$ cat src/inc/ctu_pkg.sv
package ctu_pkg;
  localparam logic [15:0] CTU_CONTROL_OFS = 16'hA200;
  localparam logic [15:0] CTU_CLR_OFS = 16'hA204;
  localparam logic [15:0] CTU_SET_OFS = 16'hA208;
  localparam logic [15:0] CTU_INV_OFS = 16'hA20C;
  localparam logic [15:0] CTU_IRQ_STAT_OFS = 16'hA210;
  localparam logic [15:0] CTU_IRQ_MASK_OFS = 16'hA214;
  localparam logic [31:0] CTU_CONTROL_RST = 32'h00000000;
  localparam logic [31:0] CTU_CONTROL_WMASK = 32'hFFFCBFFF;
  localparam int E1_MODE_BIT = 31;
  localparam int E1_POL_BIT = 30;
  localparam int E1_SEL_LSB = 26;
  localparam int E2_STAT_BIT = 25;
  localparam int E1_STAT_BIT = 24;
  localparam int E2_MODE_BIT = 23;
  localparam int E2_POL_BIT = 22;
  localparam int E2_SEL_LSB = 18;
  localparam int ON_BIT = 15;
  localparam int IDLE_STOP_BIT = 13;
  localparam int DELAY_GEN_BIT = 12;
  localparam int EDGE_GATE_BIT = 11;
  localparam int EDGE_ORDER_BIT = 10;
  localparam int DISCHARGE_BIT = 9;
  localparam int TRIG_EN_BIT = 8;
  localparam int TRIM_LSB = 2;
  localparam int RANGE_LSB = 0;
  localparam int SEL_W = 4;
  localparam int NSRC = 16;
  localparam int IRQ_W = 2;
  localparam logic [IRQ_W-1:0] IRQ_RST = 2'h0;
  localparam logic [SEL_W-1:0] SEL_COMPARATOR2_OUTPUT = 4'hE;
endpackage : ctu_pkg

$ cat src/hw/ctu_edge_det.sv
`timescale 1ns/100ps
module ctu_edge_det
  import ctu_pkg::*;
(
  input wire logic ref_clk,
  input wire logic reset,
  input wire logic clk_en,
  input wire logic [NSRC-1:0] src,
  input wire logic [SEL_W-1:0] sel,
  input wire logic edge_mode,
  input wire logic polarity,
  output logic hit
);
  logic [NSRC-1:0] sync1_r, sync1_nxt;
  logic [NSRC-1:0] sync2_r, sync2_nxt;
  logic prev_r, prev_nxt;
  logic lvl;

  always_comb begin
    sync1_nxt = src;
    sync2_nxt = sync1_r;
    lvl = sync2_r[sel] ~^ polarity;
    prev_nxt = lvl;
    // edge or level response
    hit = edge_mode ? (lvl & ~prev_r) : lvl;
  end

  always_ff @(posedge ref_clk) begin
    if (reset) begin
      sync1_r <= '0;
      sync2_r <= '0;
      prev_r <= 1'b1;
    end else if (clk_en) begin
      sync1_r <= sync1_nxt;
      sync2_r <= sync2_nxt;
      prev_r <= prev_nxt;
    end
  end
endmodule : ctu_edge_det

$ cat src/hw/ctu_top.sv
// Our own choice: the strobed register port.
`timescale 1ns/100ps
// Behaviour
// - edge-1 sample mode bit 31 picks edge (1) or level (0) sensitivity.
// - edge-1 polarity bit 30 picks rising (1) or falling (0) response.
// - edge-1 source field bits 29-26 picks one of sixteen sources by code.
// - edge-2 status bit 25 is set by edge 2 and is also writable by software.
// - edge-1 status bit 24 is set by edge 1 and is also writable by software.
// - clear, set and invert aliases at base plus 4, 8 and C act on bits written one.
// - every control bit resets to zero.
// - bits 17-16 and 14 ignore writes and read zero.
// - discharge bit grounds the current source output while set.
// - with edge order enabled, edge 2 registers only after edge 1.
// - with edge gate clear, no edge reaches the status bits.
// - trigger output follows the trigger enable bit while the on bit (15) is set, and is low otherwise.
module ctu_top
  import ctu_pkg::*;
(
  input wire logic ref_clk,
  input wire logic reset,
  input wire logic clk_en,
  input wire logic [15:0] addr,
  input wire logic [31:0] wdata,
  input wire logic wr_stb,
  input wire logic rd_stb,
  output logic [31:0] rdata,
  input wire logic idle_req,
  input wire logic timer_event,
  input wire logic compare_event,
  input wire logic [7:0] edge_pin,
  input wire logic [2:0] capture_event,
  input wire logic [2:0] comparator_out,
  input wire logic periph_tick,
  output logic edge1_out,
  output logic edge2_out,
  output logic trigger_out,
  output logic discharge_out,
  output logic delay_gen_out,
  output logic [5:0] current_trim,
  output logic [1:0] current_range,
  output logic irq
);
  logic [31:0] ctl_r, ctl_nxt;
  logic [31:0] rdata_r, rdata_nxt;
  logic [IRQ_W-1:0] ist_r, ist_nxt;
  logic [IRQ_W-1:0] imask_r, imask_nxt;
  logic irq_r, irq_nxt;
  logic [NSRC-1:0] src1, src2;
  logic hit1, hit2, run, gate, set1, set2;
  logic [31:0] wv;

  // source maps
  assign src1 = {comparator_out[2], comparator_out[1], comparator_out[0], capture_event[2], capture_event[1],
                 capture_event[0], edge_pin[7:2], edge_pin[0], edge_pin[1], compare_event, timer_event};
  assign src2 = {comparator_out[2], comparator_out[1], comparator_out[0], periph_tick, capture_event[2],
                 capture_event[1], capture_event[0], edge_pin[7:3], edge_pin[0], edge_pin[1], compare_event,
                 timer_event};

  ctu_edge_det u_det1 (
    .ref_clk(ref_clk),
    .reset(reset),
    .clk_en(clk_en),
    .src(src1),
    .sel(ctl_r[E1_SEL_LSB +: SEL_W]),
    .edge_mode(ctl_r[E1_MODE_BIT]),
    .polarity(ctl_r[E1_POL_BIT]),
    .hit(hit1)
  );

  ctu_edge_det u_det2 (
    .ref_clk(ref_clk),
    .reset(reset),
    .clk_en(clk_en),
    .src(src2),
    .sel(ctl_r[E2_SEL_LSB +: SEL_W]),
    .edge_mode(ctl_r[E2_MODE_BIT]),
    .polarity(ctl_r[E2_POL_BIT]),
    .hit(hit2)
  );

  // gating and ordering
  always_comb begin
    run = ctl_r[ON_BIT] & ~(ctl_r[IDLE_STOP_BIT] & idle_req);
    gate = run & ctl_r[EDGE_GATE_BIT];
    set1 = gate & hit1;
    set2 = gate & hit2 & (~ctl_r[EDGE_ORDER_BIT] | ctl_r[E1_STAT_BIT]);
  end

  // control register with aliases
  always_comb begin
    wv = ctl_r;
    if (wr_stb) begin
      case (addr)
        CTU_CONTROL_OFS: wv = wdata;
        CTU_CLR_OFS: wv = ctl_r & ~wdata;
        CTU_SET_OFS: wv = ctl_r | wdata;
        CTU_INV_OFS: wv = ctl_r ^ wdata;
        default: wv = ctl_r;
      endcase
    end
    ctl_nxt = wv & CTU_CONTROL_WMASK;
    // hardware set wins over software clear
    ctl_nxt[E1_STAT_BIT] = wv[E1_STAT_BIT] | set1;
    ctl_nxt[E2_STAT_BIT] = wv[E2_STAT_BIT] | set2;
  end

  // interrupt status and read port
  always_comb begin
    ist_nxt = ist_r | {set2, set1};
    imask_nxt = imask_r;
    rdata_nxt = 32'h00000000;
    if (rd_stb) begin
      case (addr)
        CTU_CONTROL_OFS: rdata_nxt = ctl_r;
        CTU_IRQ_STAT_OFS: begin
          rdata_nxt = {30'h00000000, ist_r};
          ist_nxt = {set2, set1};
        end
        CTU_IRQ_MASK_OFS: rdata_nxt = {30'h00000000, imask_r};
        default: rdata_nxt = 32'h00000000;
      endcase
    end
    if (wr_stb && addr == CTU_IRQ_MASK_OFS) begin
      imask_nxt = wdata[IRQ_W-1:0];
    end
    irq_nxt = |(ist_nxt & imask_nxt);
  end

  always_ff @(posedge ref_clk) begin
    if (reset) begin
      ctl_r <= CTU_CONTROL_RST;
      rdata_r <= 32'h00000000;
      ist_r <= IRQ_RST;
      imask_r <= IRQ_RST;
      irq_r <= 1'b0;
      edge1_out <= 1'b0;
      edge2_out <= 1'b0;
      trigger_out <= 1'b0;
      discharge_out <= 1'b0;
      delay_gen_out <= 1'b0;
      current_trim <= 6'h00;
      current_range <= 2'h0;
    end else if (clk_en) begin
      ctl_r <= ctl_nxt;
      rdata_r <= rdata_nxt;
      ist_r <= ist_nxt;
      imask_r <= imask_nxt;
      irq_r <= irq_nxt;
      edge1_out <= ctl_nxt[E1_STAT_BIT];
      edge2_out <= ctl_nxt[E2_STAT_BIT];
      trigger_out <= ctl_nxt[TRIG_EN_BIT] & ctl_nxt[ON_BIT];
      discharge_out <= ctl_nxt[DISCHARGE_BIT];
      delay_gen_out <= ctl_nxt[DELAY_GEN_BIT] & (ctl_nxt[E2_SEL_LSB +: SEL_W] == SEL_COMPARATOR2_OUTPUT);
      current_trim <= ctl_nxt[TRIM_LSB +: 6];
      current_range <= ctl_nxt[RANGE_LSB +: 2];
    end
  end

  assign rdata = rdata_r;
  assign irq = irq_r;

  property p_reserved_zero;
    @(posedge ref_clk) disable iff (reset) (ctl_r & ~CTU_CONTROL_WMASK) == 32'h00000000;
  endproperty
  a_reserved_zero: assert property (p_reserved_zero) else $error("reserved bits set");

  property p_gate_blocks;
    @(posedge ref_clk) disable iff (reset) (clk_en && !ctl_r[EDGE_GATE_BIT] && !ctl_r[E1_STAT_BIT] && !wr_stb)
      |=> !ctl_r[E1_STAT_BIT];
  endproperty
  a_gate_blocks: assert property (p_gate_blocks) else $error("edge passed closed gate");

  property p_order;
    @(posedge ref_clk) disable iff (reset) (clk_en && ctl_r[EDGE_ORDER_BIT] && !ctl_r[E1_STAT_BIT] &&
      !ctl_r[E2_STAT_BIT] && !wr_stb) |=> !ctl_r[E2_STAT_BIT];
  endproperty
  a_order: assert property (p_order) else $error("edge 2 before edge 1");

  property p_sticky;
    @(posedge ref_clk) disable iff (reset) (clk_en && ctl_r[E1_STAT_BIT] && !wr_stb) |=> ctl_r[E1_STAT_BIT];
  endproperty
  a_sticky: assert property (p_sticky) else $error("status lost");

  property p_set_alias;
    @(posedge ref_clk) disable iff (reset) (clk_en && wr_stb && addr == CTU_SET_OFS)
      |=> (ctl_r & $past(wdata) & CTU_CONTROL_WMASK) == ($past(wdata) & CTU_CONTROL_WMASK);
  endproperty
  a_set_alias: assert property (p_set_alias) else $error("set alias failed");

  property p_clr_alias;
    @(posedge ref_clk) disable iff (reset) (clk_en && wr_stb && addr == CTU_CLR_OFS && !gate)
      |=> (ctl_r & $past(wdata)) == 32'h00000000;
  endproperty
  a_clr_alias: assert property (p_clr_alias) else $error("clear alias failed");

  property p_trigger;
    @(posedge ref_clk) disable iff (reset) clk_en |=> trigger_out == (ctl_r[TRIG_EN_BIT] & ctl_r[ON_BIT]);
  endproperty
  a_trigger: assert property (p_trigger) else $error("trigger mismatch");

  property p_discharge;
    @(posedge ref_clk) disable iff (reset) clk_en |=> discharge_out == ctl_r[DISCHARGE_BIT];
  endproperty
  a_discharge: assert property (p_discharge) else $error("discharge mismatch");

  property p_reset_zero;
    @(posedge ref_clk) reset |=> ctl_r == 32'h00000000;
  endproperty
  a_reset_zero: assert property (p_reset_zero) else $error("control not reset");

  property p_read_ctl;
    @(posedge ref_clk) disable iff (reset) (clk_en && rd_stb && addr == CTU_CONTROL_OFS)
      |=> rdata_r == $past(ctl_r);
  endproperty
  a_read_ctl: assert property (p_read_ctl) else $error("control read mismatch");

  property p_rdata_idle;
    @(posedge ref_clk) disable iff (reset) (clk_en && !rd_stb)
      |=> rdata_r == 32'h00000000;
  endproperty
  a_rdata_idle: assert property (p_rdata_idle) else $error("read data outside read slot");

  property p_ctl_write;
    @(posedge ref_clk) disable iff (reset) (clk_en && wr_stb && addr == CTU_CONTROL_OFS && !gate)
      |=> ctl_r == ($past(wdata) & CTU_CONTROL_WMASK);
  endproperty
  a_ctl_write: assert property (p_ctl_write) else $error("control write failed");

  property p_inv_alias;
    @(posedge ref_clk) disable iff (reset) (clk_en && wr_stb && addr == CTU_INV_OFS && !gate)
      |=> ctl_r == (($past(ctl_r) ^ $past(wdata)) & CTU_CONTROL_WMASK);
  endproperty
  a_inv_alias: assert property (p_inv_alias) else $error("invert alias failed");

  property p_edge1_set;
    @(posedge ref_clk) disable iff (reset) (clk_en && gate && hit1)
      |=> ctl_r[E1_STAT_BIT];
  endproperty
  a_edge1_set: assert property (p_edge1_set) else $error("edge 1 not recorded");

  property p_edge2_set;
    @(posedge ref_clk) disable iff (reset) (clk_en && gate && hit2 && (!ctl_r[EDGE_ORDER_BIT] || ctl_r[E1_STAT_BIT]))
      |=> ctl_r[E2_STAT_BIT];
  endproperty
  a_edge2_set: assert property (p_edge2_set) else $error("edge 2 not recorded");

  property p_off_blocks;
    @(posedge ref_clk) disable iff (reset) (clk_en && !ctl_r[ON_BIT] && !ctl_r[E1_STAT_BIT] && !wr_stb)
      |=> !ctl_r[E1_STAT_BIT];
  endproperty
  a_off_blocks: assert property (p_off_blocks) else $error("edge passed while off");

  property p_idle_blocks;
    @(posedge ref_clk) disable iff (reset) (clk_en && ctl_r[IDLE_STOP_BIT] && idle_req && !ctl_r[E1_STAT_BIT] &&
      !wr_stb) |=> !ctl_r[E1_STAT_BIT];
  endproperty
  a_idle_blocks: assert property (p_idle_blocks) else $error("edge passed while idle");

  property p_sticky2;
    @(posedge ref_clk) disable iff (reset) (clk_en && ctl_r[E2_STAT_BIT] && !wr_stb)
      |=> ctl_r[E2_STAT_BIT];
  endproperty
  a_sticky2: assert property (p_sticky2) else $error("edge 2 status lost");

  property p_edge_out;
    @(posedge ref_clk) disable iff (reset) clk_en
      |=> edge1_out == ctl_r[E1_STAT_BIT] && edge2_out == ctl_r[E2_STAT_BIT];
  endproperty
  a_edge_out: assert property (p_edge_out) else $error("edge outputs mismatch");

  property p_delay_gen;
    @(posedge ref_clk) disable iff (reset) clk_en
      |=> delay_gen_out == (ctl_r[DELAY_GEN_BIT] && ctl_r[E2_SEL_LSB +: SEL_W] == SEL_COMPARATOR2_OUTPUT);
  endproperty
  a_delay_gen: assert property (p_delay_gen) else $error("delay generation mismatch");

  property p_trim_range;
    @(posedge ref_clk) disable iff (reset) clk_en
      |=> current_trim == ctl_r[TRIM_LSB +: 6] && current_range == ctl_r[RANGE_LSB +: 2];
  endproperty
  a_trim_range: assert property (p_trim_range) else $error("trim or range mismatch");

  property p_reset_outputs;
    @(posedge ref_clk) reset
      |=> {edge1_out, edge2_out, trigger_out, discharge_out, delay_gen_out, current_trim, current_range} == 13'h0000;
  endproperty
  a_reset_outputs: assert property (p_reset_outputs) else $error("outputs not reset");

  property p_freeze;
    @(posedge ref_clk) disable iff (reset) !clk_en
      |=> ctl_r == $past(ctl_r) && ist_r == $past(ist_r);
  endproperty
  a_freeze: assert property (p_freeze) else $error("state moved while frozen");

  property p_irq_level;
    @(posedge ref_clk) disable iff (reset) clk_en
      |=> irq_r == |(ist_r & imask_r);
  endproperty
  a_irq_level: assert property (p_irq_level) else $error("interrupt level mismatch");

  property p_stat_clear_read;
    @(posedge ref_clk) disable iff (reset) (clk_en && rd_stb && addr == CTU_IRQ_STAT_OFS && !set1 && !set2)
      |=> ist_r == IRQ_RST;
  endproperty
  a_stat_clear_read: assert property (p_stat_clear_read) else $error("status not cleared by read");

  c_edge1: cover property (@(posedge ref_clk) disable iff (reset) set1);
  c_level: cover property (@(posedge ref_clk) disable iff (reset) set1 && !ctl_r[E1_MODE_BIT]);
  c_delay_gen: cover property (@(posedge ref_clk) disable iff (reset) delay_gen_out);
  c_edge2_after: cover property (@(posedge ref_clk) disable iff (reset) set1 ##[1:20] set2);
  c_irq: cover property (@(posedge ref_clk) disable iff (reset) irq_r);
endmodule : ctu_top

$ cat config.mk
export PLATFORM = sky130hd
export DESIGN_NAME = ctu_top
export DESIGN_NICKNAME = d
export VERILOG_FILES = /design/src/inc/ctu_pkg.sv /design/src/hw/ctu_edge_det.sv /design/src/hw/ctu_top.sv
export SDC_FILE = /design/constraint.sdc
export NUM_CORES = 1
export LEC_CHECK = 0
export BUFFER_PORTS_ARGS = -buffer_cell sky130_fd_sc_hd__buf_2
export CORE_ASPECT_RATIO = 0.8
export CORE_MARGIN = 2
export CORE_UTILIZATION = 56
export CTS_CLUSTER_SIZE = 16
export DETAILED_ROUTE_END_ITERATION = 6
export PLACE_DENSITY = 0.81
export SYNTH_ARGS = -nofsm -noshare
export SYNTH_HDL_FRONTEND = slang
export SYNTH_SLANG_ARGS = --single-unit
$ cat constraint.sdc
create_clock -name ref_clk -period 3.39 [get_ports ref_clk]
set_clock_uncertainty 0.05 [all_clocks]
set_input_delay 0.678 -clock ref_clk [delete_from_list [all_inputs] [get_ports ref_clk]]
set_output_delay 0.678 -clock ref_clk [all_outputs]
set_load 0.02 [all_outputs]
# After elaboration in Yosys (flattened, before gate mapping)
# Cells that the tools add are included.
[classes]
muxes = 13
bitwise = 25
order_cmp = 2
eq_ne = 7
reduce_logical = 4
[ops]
columns = ["operator", "count"]
rows = [
  ["32-bit case mux with 4 select lines", 1],
  ["16-bit equality test, second input constant", 6],
  ["32-bit case mux with 3 select lines", 1],
  ["32-bit AND", 1],
  ["32-bit 2-to-1 mux", 1],
  ["32-bit inverter", 1],
  ["32-bit OR", 1],
  ["32-bit bitwise XOR", 1],
  ["26-bit 2-to-1 mux", 1],
  ["1-bit AND", 10],
  ["4-bit by 5-bit < comparator with 1-bit output, second input constant", 2],
  ["1-bit binary-select mux with 4-bit select", 2],
  ["2-bit 2-to-1 mux", 3],
  ["4-bit equality test, second input constant", 1],
  ["1-bit 2-to-1 mux", 4],
  ["1-bit inverter", 4],
  ["4-bit nonzero test", 1],
  ["1-bit OR", 3],
  ["3-bit AND reduction", 1],
  ["2-bit AND", 1],
  ["2-bit OR", 1],
  ["2-bit OR reduction", 1],
  ["1-bit bitwise XNOR", 2],
  ["1-bit logical AND", 1],
]
[word_totals]
input_bits = 71
word_cells = 70
regBits = 145

# Logic depth before layout (Yosys ltp)
# Gate-level depths: netlist (run 1).
[logic_depth]
word_depth = 12
mapped_depth = 9
ltp_nobuf = 8

# By module
# From an unflattened synthesis (run 1), not the netlist that was laid out.
[unflattened]
hier_cells = 790
hier_area_um2 = 7280.7
[modules_own_cells]
columns = ["mod", "cells_each", "seq_area_each_um2", "area_per_inst_um2", "n_inst"]
rows = [
  ["ctu_top", 560, 1301.2, 4693.3, 1],
  ["ctu_edge_det", 115, 660.6, 1293.7, 2],
]

# Worst setup path after synthesis (run 1)
# No wires, ideal clock.
[synth_timing]
kind = "input to register"
start = "in addr[10]"
end = "reg trigger_out"
cell_stages = 6
slack_ns = 0.594
arrival_ns = 2.681
setup_time_ns = 0.065
path_buffers = 0
path_cell_list = "or4b_1 -> or4_4 -> or4_1 -> a31o_1 -> a2bb2oi_1 -> nor2_1"
[synth_between]
elab_chain_len = 4
word_cells_on_any_way = 7
[synth_rtl]
columns = ["element", "line", "rtl"]
rows = [
  ["start: declaration", "ctu_top.sv:22", "input wire logic [15:0] addr,"],
  ["16-bit equality test", "ctu_top.sv:93", "case (addr)"],
  ["32-bit case mux with 4 select lines *", "ctu_top.sv:93", ""],
  ["26-bit 2-to-1 mux *", "ctu_top.sv:92", "if (wr_stb) begin"],
  ["1-bit AND *", "ctu_top.sv:151", "trigger_out <= ctl_nxt[TRIG_EN_BIT] & ctl_nxt[ON_BIT];"],
  ["end signal: assignment", "ctu_top.sv:151", ""],
  ["end: declaration", "ctu_top.sv:36", "output logic trigger_out,"],
]
# Mark *: on every way between the ends. The rest lies on a longest branch, timed or not.
# A chain may end at the register's enable or synchronous reset.

# Worst setup path in the final report (run 1)
[layout_timing]
start = "in addr[10]"
end = "reg irq_r, in the netlist irq"
[layout_between]
elab_chain_len = 5
word_cells_on_any_way = 8
[layout_rtl]
columns = ["element", "line", "rtl"]
rows = [
  ["16-bit equality test, on equally long branches", "ctu_top.sv:113, ctu_top.sv:123", ""],
  ["2-bit 2-to-1 mux / 1-bit logical AND (equally long branches)", "ctu_top.sv:113, ctu_top.sv:123", ""],
  ["2-bit 2-to-1 mux, on equally long branches", "ctu_top.sv:112, ctu_top.sv:123", ""],
  ["2-bit AND *", "ctu_top.sv:126", "irq_nxt = |(ist_nxt & imask_nxt);"],
  ["2-bit OR reduction *", "ctu_top.sv:126", ""],
  ["end signal: assignment", "ctu_top.sv:148", "irq_r <= irq_nxt;"],
  ["end: declaration", "ctu_top.sv:47", "logic irq_r, irq_nxt;"],
]
# Marks and branches as above.

==> key figures, run 1 <==
Floorplanning
  – # IOs: 117
  – Row count: 33
  – CORE AREA: 10200 um^2
  – Die Ht: 95.9 um
  – Die area: 11400 um^2
  – Die X: 119 um
  – Starting Density: 57.7%

Place
  – Hpwl dp: 10.5 mm
  – Routability Congestion: 0.851
  – IO buf count: 110

STA
  – Fmax: 0.370 GHz
  – Final setup viols: 0
  – RSZ-0062 raised after global routing: no
  – Relative slew slack: 39.5%
  – Worst-Margin Slew: 0.908 ns
  – Setup TNS Final: 0 ns
  – Worst hold slack: 0.448 ns
  – Period utilization: 79.7%
  – Tmin final: 2.70 ns
  – Final Hold Fails: 0
  – Max Slew Vio Count: 0

Setup path
  – Reg2Reg Depth: 6
  – Worst-path fanout max: 5
  – WS Path Type: input pin to register
  – CP arrival: 2.88 ns
  – Req. time, crit path: 3.57 ns
  – Startpoint types: input pin
  – Crit end category: register
  – Crit-path slowest cell: or4b_1
  – Cell Chain, Critical Path: buf_2 -> or4b_1 -> or4_4 -> nor3_1 -> nand3_1 -> a221oi_1 -> o32ai_1
  – Max incr delay on CP: 0.59 ns

Synth
  – Top cell type by total area after synthesis: dfxtp_1
  – Post-synth EDFFs: 0
  – Synth top area cells: dfxtp_1, mux4_2, ha_1
  – Avg Synthesized Cell Area: 9.41 um^2
  – Number of synthesized register bits: 101
  – Synth cell types: 51
  – XOR/XNOR share of the synthesized area: 0.297%
  – Top-area cell type share of the netlist area: 34.2%
  – Mapped Area: 5910 um^2
  – Yosys warnings: 0
  – Fraction of registers with async set/reset: 0%
  – Post-synthesis compound-gate area fraction: 9.96%
  – Sequential share of the synthesized area: 34.2%
  – Mux contribution to synthesized area: 21.0%
  – Synth Instances: 628
  – Adder-cell area share of the yosys netlist: 12.3%
  – Most used DFF post-synth: dfxtp_1
  – Main combinational cell family by area after synthesis: multiplexers
  – Simple-Gate Fraction of Synth Area: 12.3%

Clocking
  – CTS root buf: clkbuf_16
  – Post-cts hold buffer count: 0
  – CTS tree: built
  – Clk_lat worst skew: 0.35 ns
  – Clock buffer count from CTS: 9
  – Worst-path clk slew: 0.07 ns
  – H-tree Lvls: 3
  – Postcts setup bufs: 0
  – Post-cts repair resize count: 0
  – Max clock buf depth: 2
  – Clk sinks: 101

Route
  – Remaining antenna violation count: 0
  – Routed WL: 15.2 mm
  – Wire per inst: 17.8 um
  – First-pass DRT Iterations: 5
  – Starting DRT DRC Count: 549
  – DR vias: 5085
  – Remaining DRCs: 0
  – Via/cell ratio: 5.95

Power
  – Pwr per Cell Area: 375 nW/um^2
  – Max VDD drop: 0.000238 V
  – Leakage: 3.09 nW

Finish
  – Sequential Area: 2020 um^2
  – Multi-input logic area: 3310 um^2
  – Layout cells sized above 1: 25.6%
  – Layout area overhead: 14.8%
  – Commonest cells after routing, fill and taps aside: buf_2, dfxtp_1, inv_1
  – Fill count: 824
  – Nets@finish: 838
  – Diodes inserted: 0
  – Leading cell type in the layout, fill and taps excluded: buf_2

Status
  – Status: finished clean

Global routing
  – Antenna violations before repair: 0
  – Global-route wire length before repair: 24.4 mm
  – GRT Total Usage: 27.2%
  – Number of global-route vias before repair: 5040
  – Largest net degree at the start of global routing: 45
  – Grt ovf: 0

Hold path
  – Hold WC Path Type: register to register
  – Cell count of the worst hold path: 2

Flow run
  – Max cap viols: 0
layer usage:
layer | track usage, % | share of wire (%) | wire, um | vias to the layer above
met5 | 0 | 0 | 0 | -
met4 | 8.73 | 2.0 | 299 | 0
met3 | 6.69 | 8.7 | 1320 | 39
met2 | 46.8 | 49 | 7410 | 258
met1 | 34.0 | 41 | 6210 | 2484
li1 | - | - | - | 2304
worst max-delay path, delay by kind of cell:
family / cells / cell delay (ns)
AOI/OAI and AO/OA: 2 / 0.46
buffers and inverters: 1 / 0.09
and+or+nand+nor: 4 / 1.64
cell families after synthesis:
| group | count (synthesis) |
|---|---|
| compound gates | 86 |
| xor+xnor | 2 |
| fa+ha+maj | 58 |
| buf+inv | 141 |
| flops | 101 |
| mux | 80 |
| other cells | 1 |
| simple gates | 159 |
sequential cells by signal, summed over array words and instances (netlist names), 2 cells and up:
signal          flops
u_det2.sync2_r     16
ist_r               2
current_trim        5
ctl_r              22
u_det2.sync1_r     16
rdata              29
imask_r             2
report_power, final:
| group | leakage, nW | internal [mW] | switching (mW) | total [mW] |
|---|---|---|---|---|
| Clock | 0.148 | 0.525 | 0.523 | 1.05 |
| Sequential | 0.819 | 1.21 | 0.0165 | 1.22 |
| Combinational | 2.13 | 0.128 | 0.145 | 0.273 |
| Total | 3.09 | 1.86 | 0.684 | 2.54 |
cells in the mapped netlist (7+ instances only):
master / n
buf_1: 7
mux4_2: 35
nand3_1: 22
inv_1: 86
buf_4: 13
mux2i_1: 42
nor2_1: 77
a22oi_1: 30
ha_1: 58
a21oi_1: 28
dfxtp_1: 101
clkbuf_1: 30
a211oi_1: 9
nand2_1: 32
through the flow:
stage	std cells	total power, mW	utilization, %	instance area [um^2]	worst slack (ns)
after detailed placement	838	1.52	63.3	6480	0.333
after global routing	854	2.62	66.2	6780	0.638
after floorplan	630	1.43	-	5910	0.594
after CTS	854	2.54	66.2	6780	0.702
after global placement	838	1.50	63.3	6480	0.410
final	854	2.54	66.2	6780	0.689
cell type report:
type	instances	area share (%)
sequential	101	29.8
clock buffer	9	3.32
inverter	88	4.87
multi-input combinational	388	48.8
clock inverter	7	1.09
timing repair buffer	121	9.52
tap	140	2.58
path summary, 6_finish.rpt:
kind | from | end | slack, ns
setup / recovery | addr[10] | irq | 0.69
hold / removal | u_det2.prev_r | u_det2.prev_r | 0.45
setup reg to reg | ctl_r[20] | irq | 0.83
hold reg to reg | u_det2.prev_r | u_det2.prev_r | 0.45
Power figures use the tool's default switching activity.
==> run 2: changes to the inputs <==
==> constraint.sdc (replaced) <==
create_clock -name ref_clk -period 2.8 [get_ports ref_clk]
set_clock_uncertainty 0.05 [all_clocks]
set_input_delay 0.56 -clock ref_clk [delete_from_list [all_inputs] [get_ports ref_clk]]
set_output_delay 0.56 -clock ref_clk [all_outputs]
set_load 0.02 [all_outputs]
==> key figures, run 2 (same netlist as run 1, synthesis figures left out) <==
Status
  – Status: finished clean

Hold path
  – Cell count of the worst hold path: 2
  – Hold WC Path Type: input pin to register
  – Hold path start: reset
  – Hold Path End: current_range[0]

Finish
  – Layout Cells excl Fill: 861
  – Leading cell type in the layout, fill and taps excluded: buf_2
  – Max FFs per register: 29
  – Nets@finish: 845
  – Layout area overhead: 16.0%
  – Fill count: 803
  – Layout cells sized above 1: 26.4%
  – Sequential Area: 2020 um^2
  – Diodes inserted: 0
  – Multi-input logic area: 3310 um^2
  – Final core occ: 66.9%
  – Commonest cells after routing, fill and taps aside: buf_2, dfxtp_1, inv_1

Power
  – Pwr per Cell Area: 445 nW/um^2
  – Cell Int Power: 2.25 mW
  – Clock power frac: 40.7%
  – Flop pwr share: 48.6%
  – Combinational Power Share: 10.8%
  – Leakage: 3.13 nW
  – Switching Share: 26.4%
  – Net Sw Power: 0.805 mW
  – Max VDD drop: 0.000278 V

Clocking
  – CTS tree: built
  – Max clock buf depth: 2
  – Post-cts hold buffer count: 0
  – Post-cts repair resize count: 0
  – Clock buffer count from CTS: 9
  – Worst-path clk slew: 0.08 ns
  – H-tree Lvls: 3
  – Clk sinks: 101
  – Clk_lat worst skew: 0.35 ns
  – Postcts setup bufs: 0
  – CTS root buf: clkbuf_16

STA
  – Fmax: 0.381 GHz
  – Final setup margin: 0.173 ns
  – Worst-Margin Slew: 0.698 ns
  – Final setup viols: 0
  – Tmin final: 2.63 ns
  – Relative slew slack: 53.4%
  – Period utilization: 93.8%
  – RSZ-0062 raised after global routing: no
  – Worst hold slack: 0.392 ns
  – Max Slew Vio Count: 0
  – Final Hold Fails: 0

Setup path
  – Crit end category: register
  – Worst-path fanout max: 27
  – Startpoint types: input pin
  – Req. time, crit path: 3.02 ns
  – Crit-path slowest cell: or4_4
  – Worst R2R Setup Slack: 0.22 ns
  – R2R Path Start: ctl_r[27]
  – Cell family with most CP delay: simple AND/OR/NAND/NOR gates
  – CP arrival: 2.85 ns
  – Cell Chain, Critical Path: buf_2 -> or4b_4 -> or4_4 -> buf_4 -> nor2_2 -> and4_1 -> buf_12 -> a22oi_1 -> nor2_1
  – R2r endpoint: irq
  – Max incr delay on CP: 0.57 ns
  – Reg2Reg Depth: 6
  – WS Path Type: input pin to register
  – CP bufs+invs: 3

Floorplanning
  – Starting Density: 57.7%
  – Die Ht: 95.9 um
  – # IOs: 117
  – Die X: 119 um
  – Row count: 33
  – Die area: 11400 um^2
  – CORE AREA: 10200 um^2

Route
  – Remaining DRCs: 0
  – Routed WL: 14.9 mm
  – Via/cell ratio: 5.81
  – Remaining antenna violation count: 0
  – First-pass DRT Iterations: 5
  – Starting DRT DRC Count: 462
  – DR vias: 5006
  – Wire per inst: 17.3 um

Global routing
  – Number of global-route vias before repair: 4978
  – Grt ovf: 0
  – Antenna violations before repair: 0
  – Global-route wire length before repair: 24.0 mm
  – GRT Total Usage: 26.5%
  – Largest net degree at the start of global routing: 100

Place
  – DP Worst Slack: -0.142 ns
  – Hpwl dp: 10.6 mm
  – Placed Cells: 845
  – IO buf count: 110
  – Routability Congestion: 0.866

Flow run
  – Max cap viols: 0
## run 2: worst max path at each step
stage               cells past startpoint     start     endpoint
global route                            9   addr[5]    rdata[10]
floorplan                               6  addr[10]  trigger_out
finish                                  9   addr[5]    rdata[28]
global placement                        9   addr[5]    rdata[26]
detailed placement                      9   addr[5]    rdata[15]
CTS                                     9   addr[5]    rdata[28]
## run 2: layer usage
layer  part of all wire (%)  track usage, %  up-vias
met5                      0               0        -
met4                    2.1            10.7        0
met3                    7.9            5.04       30
met2                     49            44.5      223
met1                     41            34.1     2417
li1                       -               -     2336
## run 2: power groups by stage
stage | clock (mW) | sequential (mW) | combinational (mW)
final | 1.24 | 1.48 | 0.329
after global routing | 1.29 | 1.48 | 0.363
after CTS | 1.25 | 1.48 | 0.330
after detailed placement | 0 | 1.51 | 0.326
after global placement | 0 | 1.51 | 0.309
after floorplan | 0 | 1.51 | 0.226
## run 2: worst reg2reg max path, cell delays in order, from the launching register on
cell,delay (ns)
dfxtp_1,0.59
mux4_2,0.58
and3_1,0.20
a211oi_1,0.31
xnor2_1,0.21
a221oi_1,0.40
o32ai_1,0.13
## run 2: cell type report
class                      count  share of cell area [%]
inverter                      88                    4.82
clock inverter                 7                   0.932
tap                          140                    2.56
multi-input combinational    388                    48.3
sequential                   101                    29.5
clock buffer                   9                    3.29
timing repair buffer         128                    10.6
## run 2: per-stage QoR
stage / total power [mW] / area, um^2 / setup TNS [ns]
finish: 3.05 / 6850 / 0
global route: 3.14 / 6850 / 0
CTS: 3.06 / 6850 / 0
detailed placement: 1.84 / 6560 / -3.33
global placement: 1.82 / 6560 / -1.58
floorplan: 1.73 / 5910 / 0
==> run 3: changes to the inputs <==
--- a/config.mk
+++ b/config.mk
@@ -5,13 +5,14 @@
 export SDC_FILE = /design/constraint.sdc
 export NUM_CORES = 1
 export LEC_CHECK = 0
-export BUFFER_PORTS_ARGS = -buffer_cell sky130_fd_sc_hd__buf_2
+export BUFFER_PORTS_ARGS = -buffer_cell sky130_fd_sc_hd__clkbuf_2
 export CORE_ASPECT_RATIO = 0.8
 export CORE_MARGIN = 2
 export CORE_UTILIZATION = 56
 export CTS_CLUSTER_SIZE = 16
 export DETAILED_ROUTE_END_ITERATION = 6
 export PLACE_DENSITY = 0.81
+export RECOVER_POWER = 100
 export SYNTH_ARGS = -nofsm -noshare
 export SYNTH_HDL_FRONTEND = slang
 export SYNTH_SLANG_ARGS = --single-unit
==> key figures, run 3 (same netlist as run 1, synthesis figures left out) <==
Status
  – Status: finished clean

Power
  – Clock power frac: 39.4%
  – Flop pwr share: 49.3%
  – Net Sw Power: 0.769 mW
  – Cell Int Power: 2.23 mW
  – Combinational Power Share: 11.2%
  – Leakage: 2.91 nW
  – Max VDD drop: 0.000358 V
  – Switching Share: 25.6%
  – Pwr per Cell Area: 444 nW/um^2

Global routing
  – Largest net degree at the start of global routing: 99
  – Antenna violations before repair: 0
  – GRT Total Usage: 26.6%
  – Number of global-route vias before repair: 4952
  – Grt ovf: 0
  – Global-route wire length before repair: 23.9 mm

Clocking
  – CTS root buf: clkbuf_16
  – Postcts setup bufs: 0
  – Post-cts repair resize count: 0
  – Clock buffer count from CTS: 9
  – Worst-path clk slew: 0.08 ns
  – Clk_lat worst skew: 0.34 ns
  – Post-cts hold buffer count: 0
  – Max clock buf depth: 2
  – H-tree Lvls: 3
  – CTS tree: built
  – Clk sinks: 101

STA
  – Final Hold Fails: 0
  – Worst-Margin Slew: 1.31 ns
  – Worst hold slack: 0.401 ns
  – Tmin final: 2.72 ns
  – Final setup viols: 0
  – Fmax: 0.367 GHz
  – Relative slew slack: 12.9%
  – RSZ-0062 raised after global routing: no
  – Period utilization: 97.3%
  – Max Slew Vio Count: 0

Setup path
  – WS Path Type: input pin to register
  – Reg2Reg Depth: 6
  – CP arrival: 2.95 ns
  – R2R Path Start: ctl_r[27]
  – Crit end category: register
  – Startpoint types: input pin
  – Max incr delay on CP: 0.67 ns
  – Req. time, crit path: 3.03 ns
  – Crit path top cell by count: clkbuf_2
  – Crit-path slowest cell: or4_1
  – R2r endpoint: irq
  – Worst R2R Setup Slack: 0.25 ns
  – Cell Chain, Critical Path: clkbuf_2 -> or4b_1 -> or4_1 -> nor2_2 -> clkbuf_2 -> a32o_1 -> a22oi_1 -> nor2_1
  – Worst-path fanout max: 20

Finish
  – Nets@finish: 843
  – Final instance area: 6760 um^2
  – Fill count: 841
  – Max FFs per register: 29
  – Layout area overhead: 14.4%
  – Leading cell type in the layout, fill and taps excluded: dfxtp_1
  – Diodes inserted: 0
  – Commonest cells after routing, fill and taps aside: dfxtp_1, inv_1, nor2_1
  – Layout cells sized above 1: 19.2%

Hold path
  – Cell count of the worst hold path: 3
  – Hold Path End: u_det2.sync1_r[10]
  – Hold path start: capture_event[1]
  – Hold WC Path Type: input pin to register

Floorplanning
  – CORE AREA: 10200 um^2
  – Die Ht: 95.9 um
  – Row count: 33
  – Starting Density: 57.7%
  – # IOs: 117
  – Die X: 119 um
  – Die area: 11400 um^2

Place
  – Hpwl dp: 10.4 mm
  – IO buf count: 110
  – Routability Congestion: 0.857
  – Post-DP Area: 6570 um^2

Route
  – Via/cell ratio: 5.85
  – Starting DRT DRC Count: 374
  – First-pass DRT Iterations: 7
  – Wire per inst: 17.4 um
  – Remaining DRCs: 0
  – Remaining antenna violation count: 0
  – Routed WL: 15.0 mm
  – DR vias: 5024

Flow run
  – Max cap viols: 0
run 3: cell types whose count changed in the layout (fill, tap and decap cells not counted), moves of 3 or more:
cell,previous run,this run
buf_2,110,1
inv_6,5,1
clkbuf_2,0,66
clkinvlp_4,0,3
buf_4,15,7
clkbuf_1,0,48
run 3: how the worst max path moves through the flow:
stage	from	endpoint	slack [ns]	depth (start not counted)
after CTS	addr[5]	trigger_out	0.26	7
after global routing	addr[5]	rdata[0]	0.05	8
after global placement	addr[5]	trigger_out	-0.01	7
final	addr[5]	rdata[0]	0.08	8
after detailed placement	addr[5]	trigger_out	-0.08	7
after floorplan	addr[10]	trigger_out	0.12	6
run 3: metal layers:
layer	up-vias	share of wire (%)	track usage (%)
met3	25	7.0	5.86
met4	0	1.8	10.1
met1	2459	42	32.9
met2	223	49	46.1
li1	2317	-	-
met5	-	0	0
run 3: final cells by class:
type                    count  area, um^2  share of cell area [%]
clock buffers              10         229                    3.39
clock inverters             6        48.8                   0.722
inverters                  88         330                    4.89
multi-input cells         388        3300                    48.9
flip-flops and latches    101        2020                    29.9
well taps                 140         175                    2.59
repair buffers            126         652                    9.64
run 3: through the flow:
step / cells / setup TNS [ns] / utilization (%) / power (mW) / worst slack, ns
2_1_floorplan: 630 / 0 / - / 1.73 / 0.122
3_3_place_gp: 843 / -0.0107 / 64.2 / 1.83 / -0.0107
3_5_place_dp: 843 / -0.0843 / 64.2 / 1.85 / -0.0843
4_1_cts: 859 / 0 / 66.9 / 3.01 / 0.260
5_1_grt: 859 / 0 / 66.0 / 3.10 / 0.0477
6_report: 859 / 0 / 66.0 / 3.00 / 0.0759
run 3: power by group through the flow:
stage / Clock (mW) / Combinational (mW) / Sequential, mW
5_1_grt: 1.24 / 0.369 / 1.48
2_1_floorplan: 0 / 0.226 / 1.51
4_1_cts: 1.20 / 0.336 / 1.48
3_5_place_dp: 0 / 0.332 / 1.51
3_3_place_gp: 0 / 0.313 / 1.51
6_report: 1.18 / 0.337 / 1.48
run 3: worst max-delay path, delay by kind of cell:
kind,cells,cell delay (ns)
buffers and inverters,2,0.51
AND/OR/NAND/NOR,4,1.54
AO/OA/AOI/OAI,2,0.33
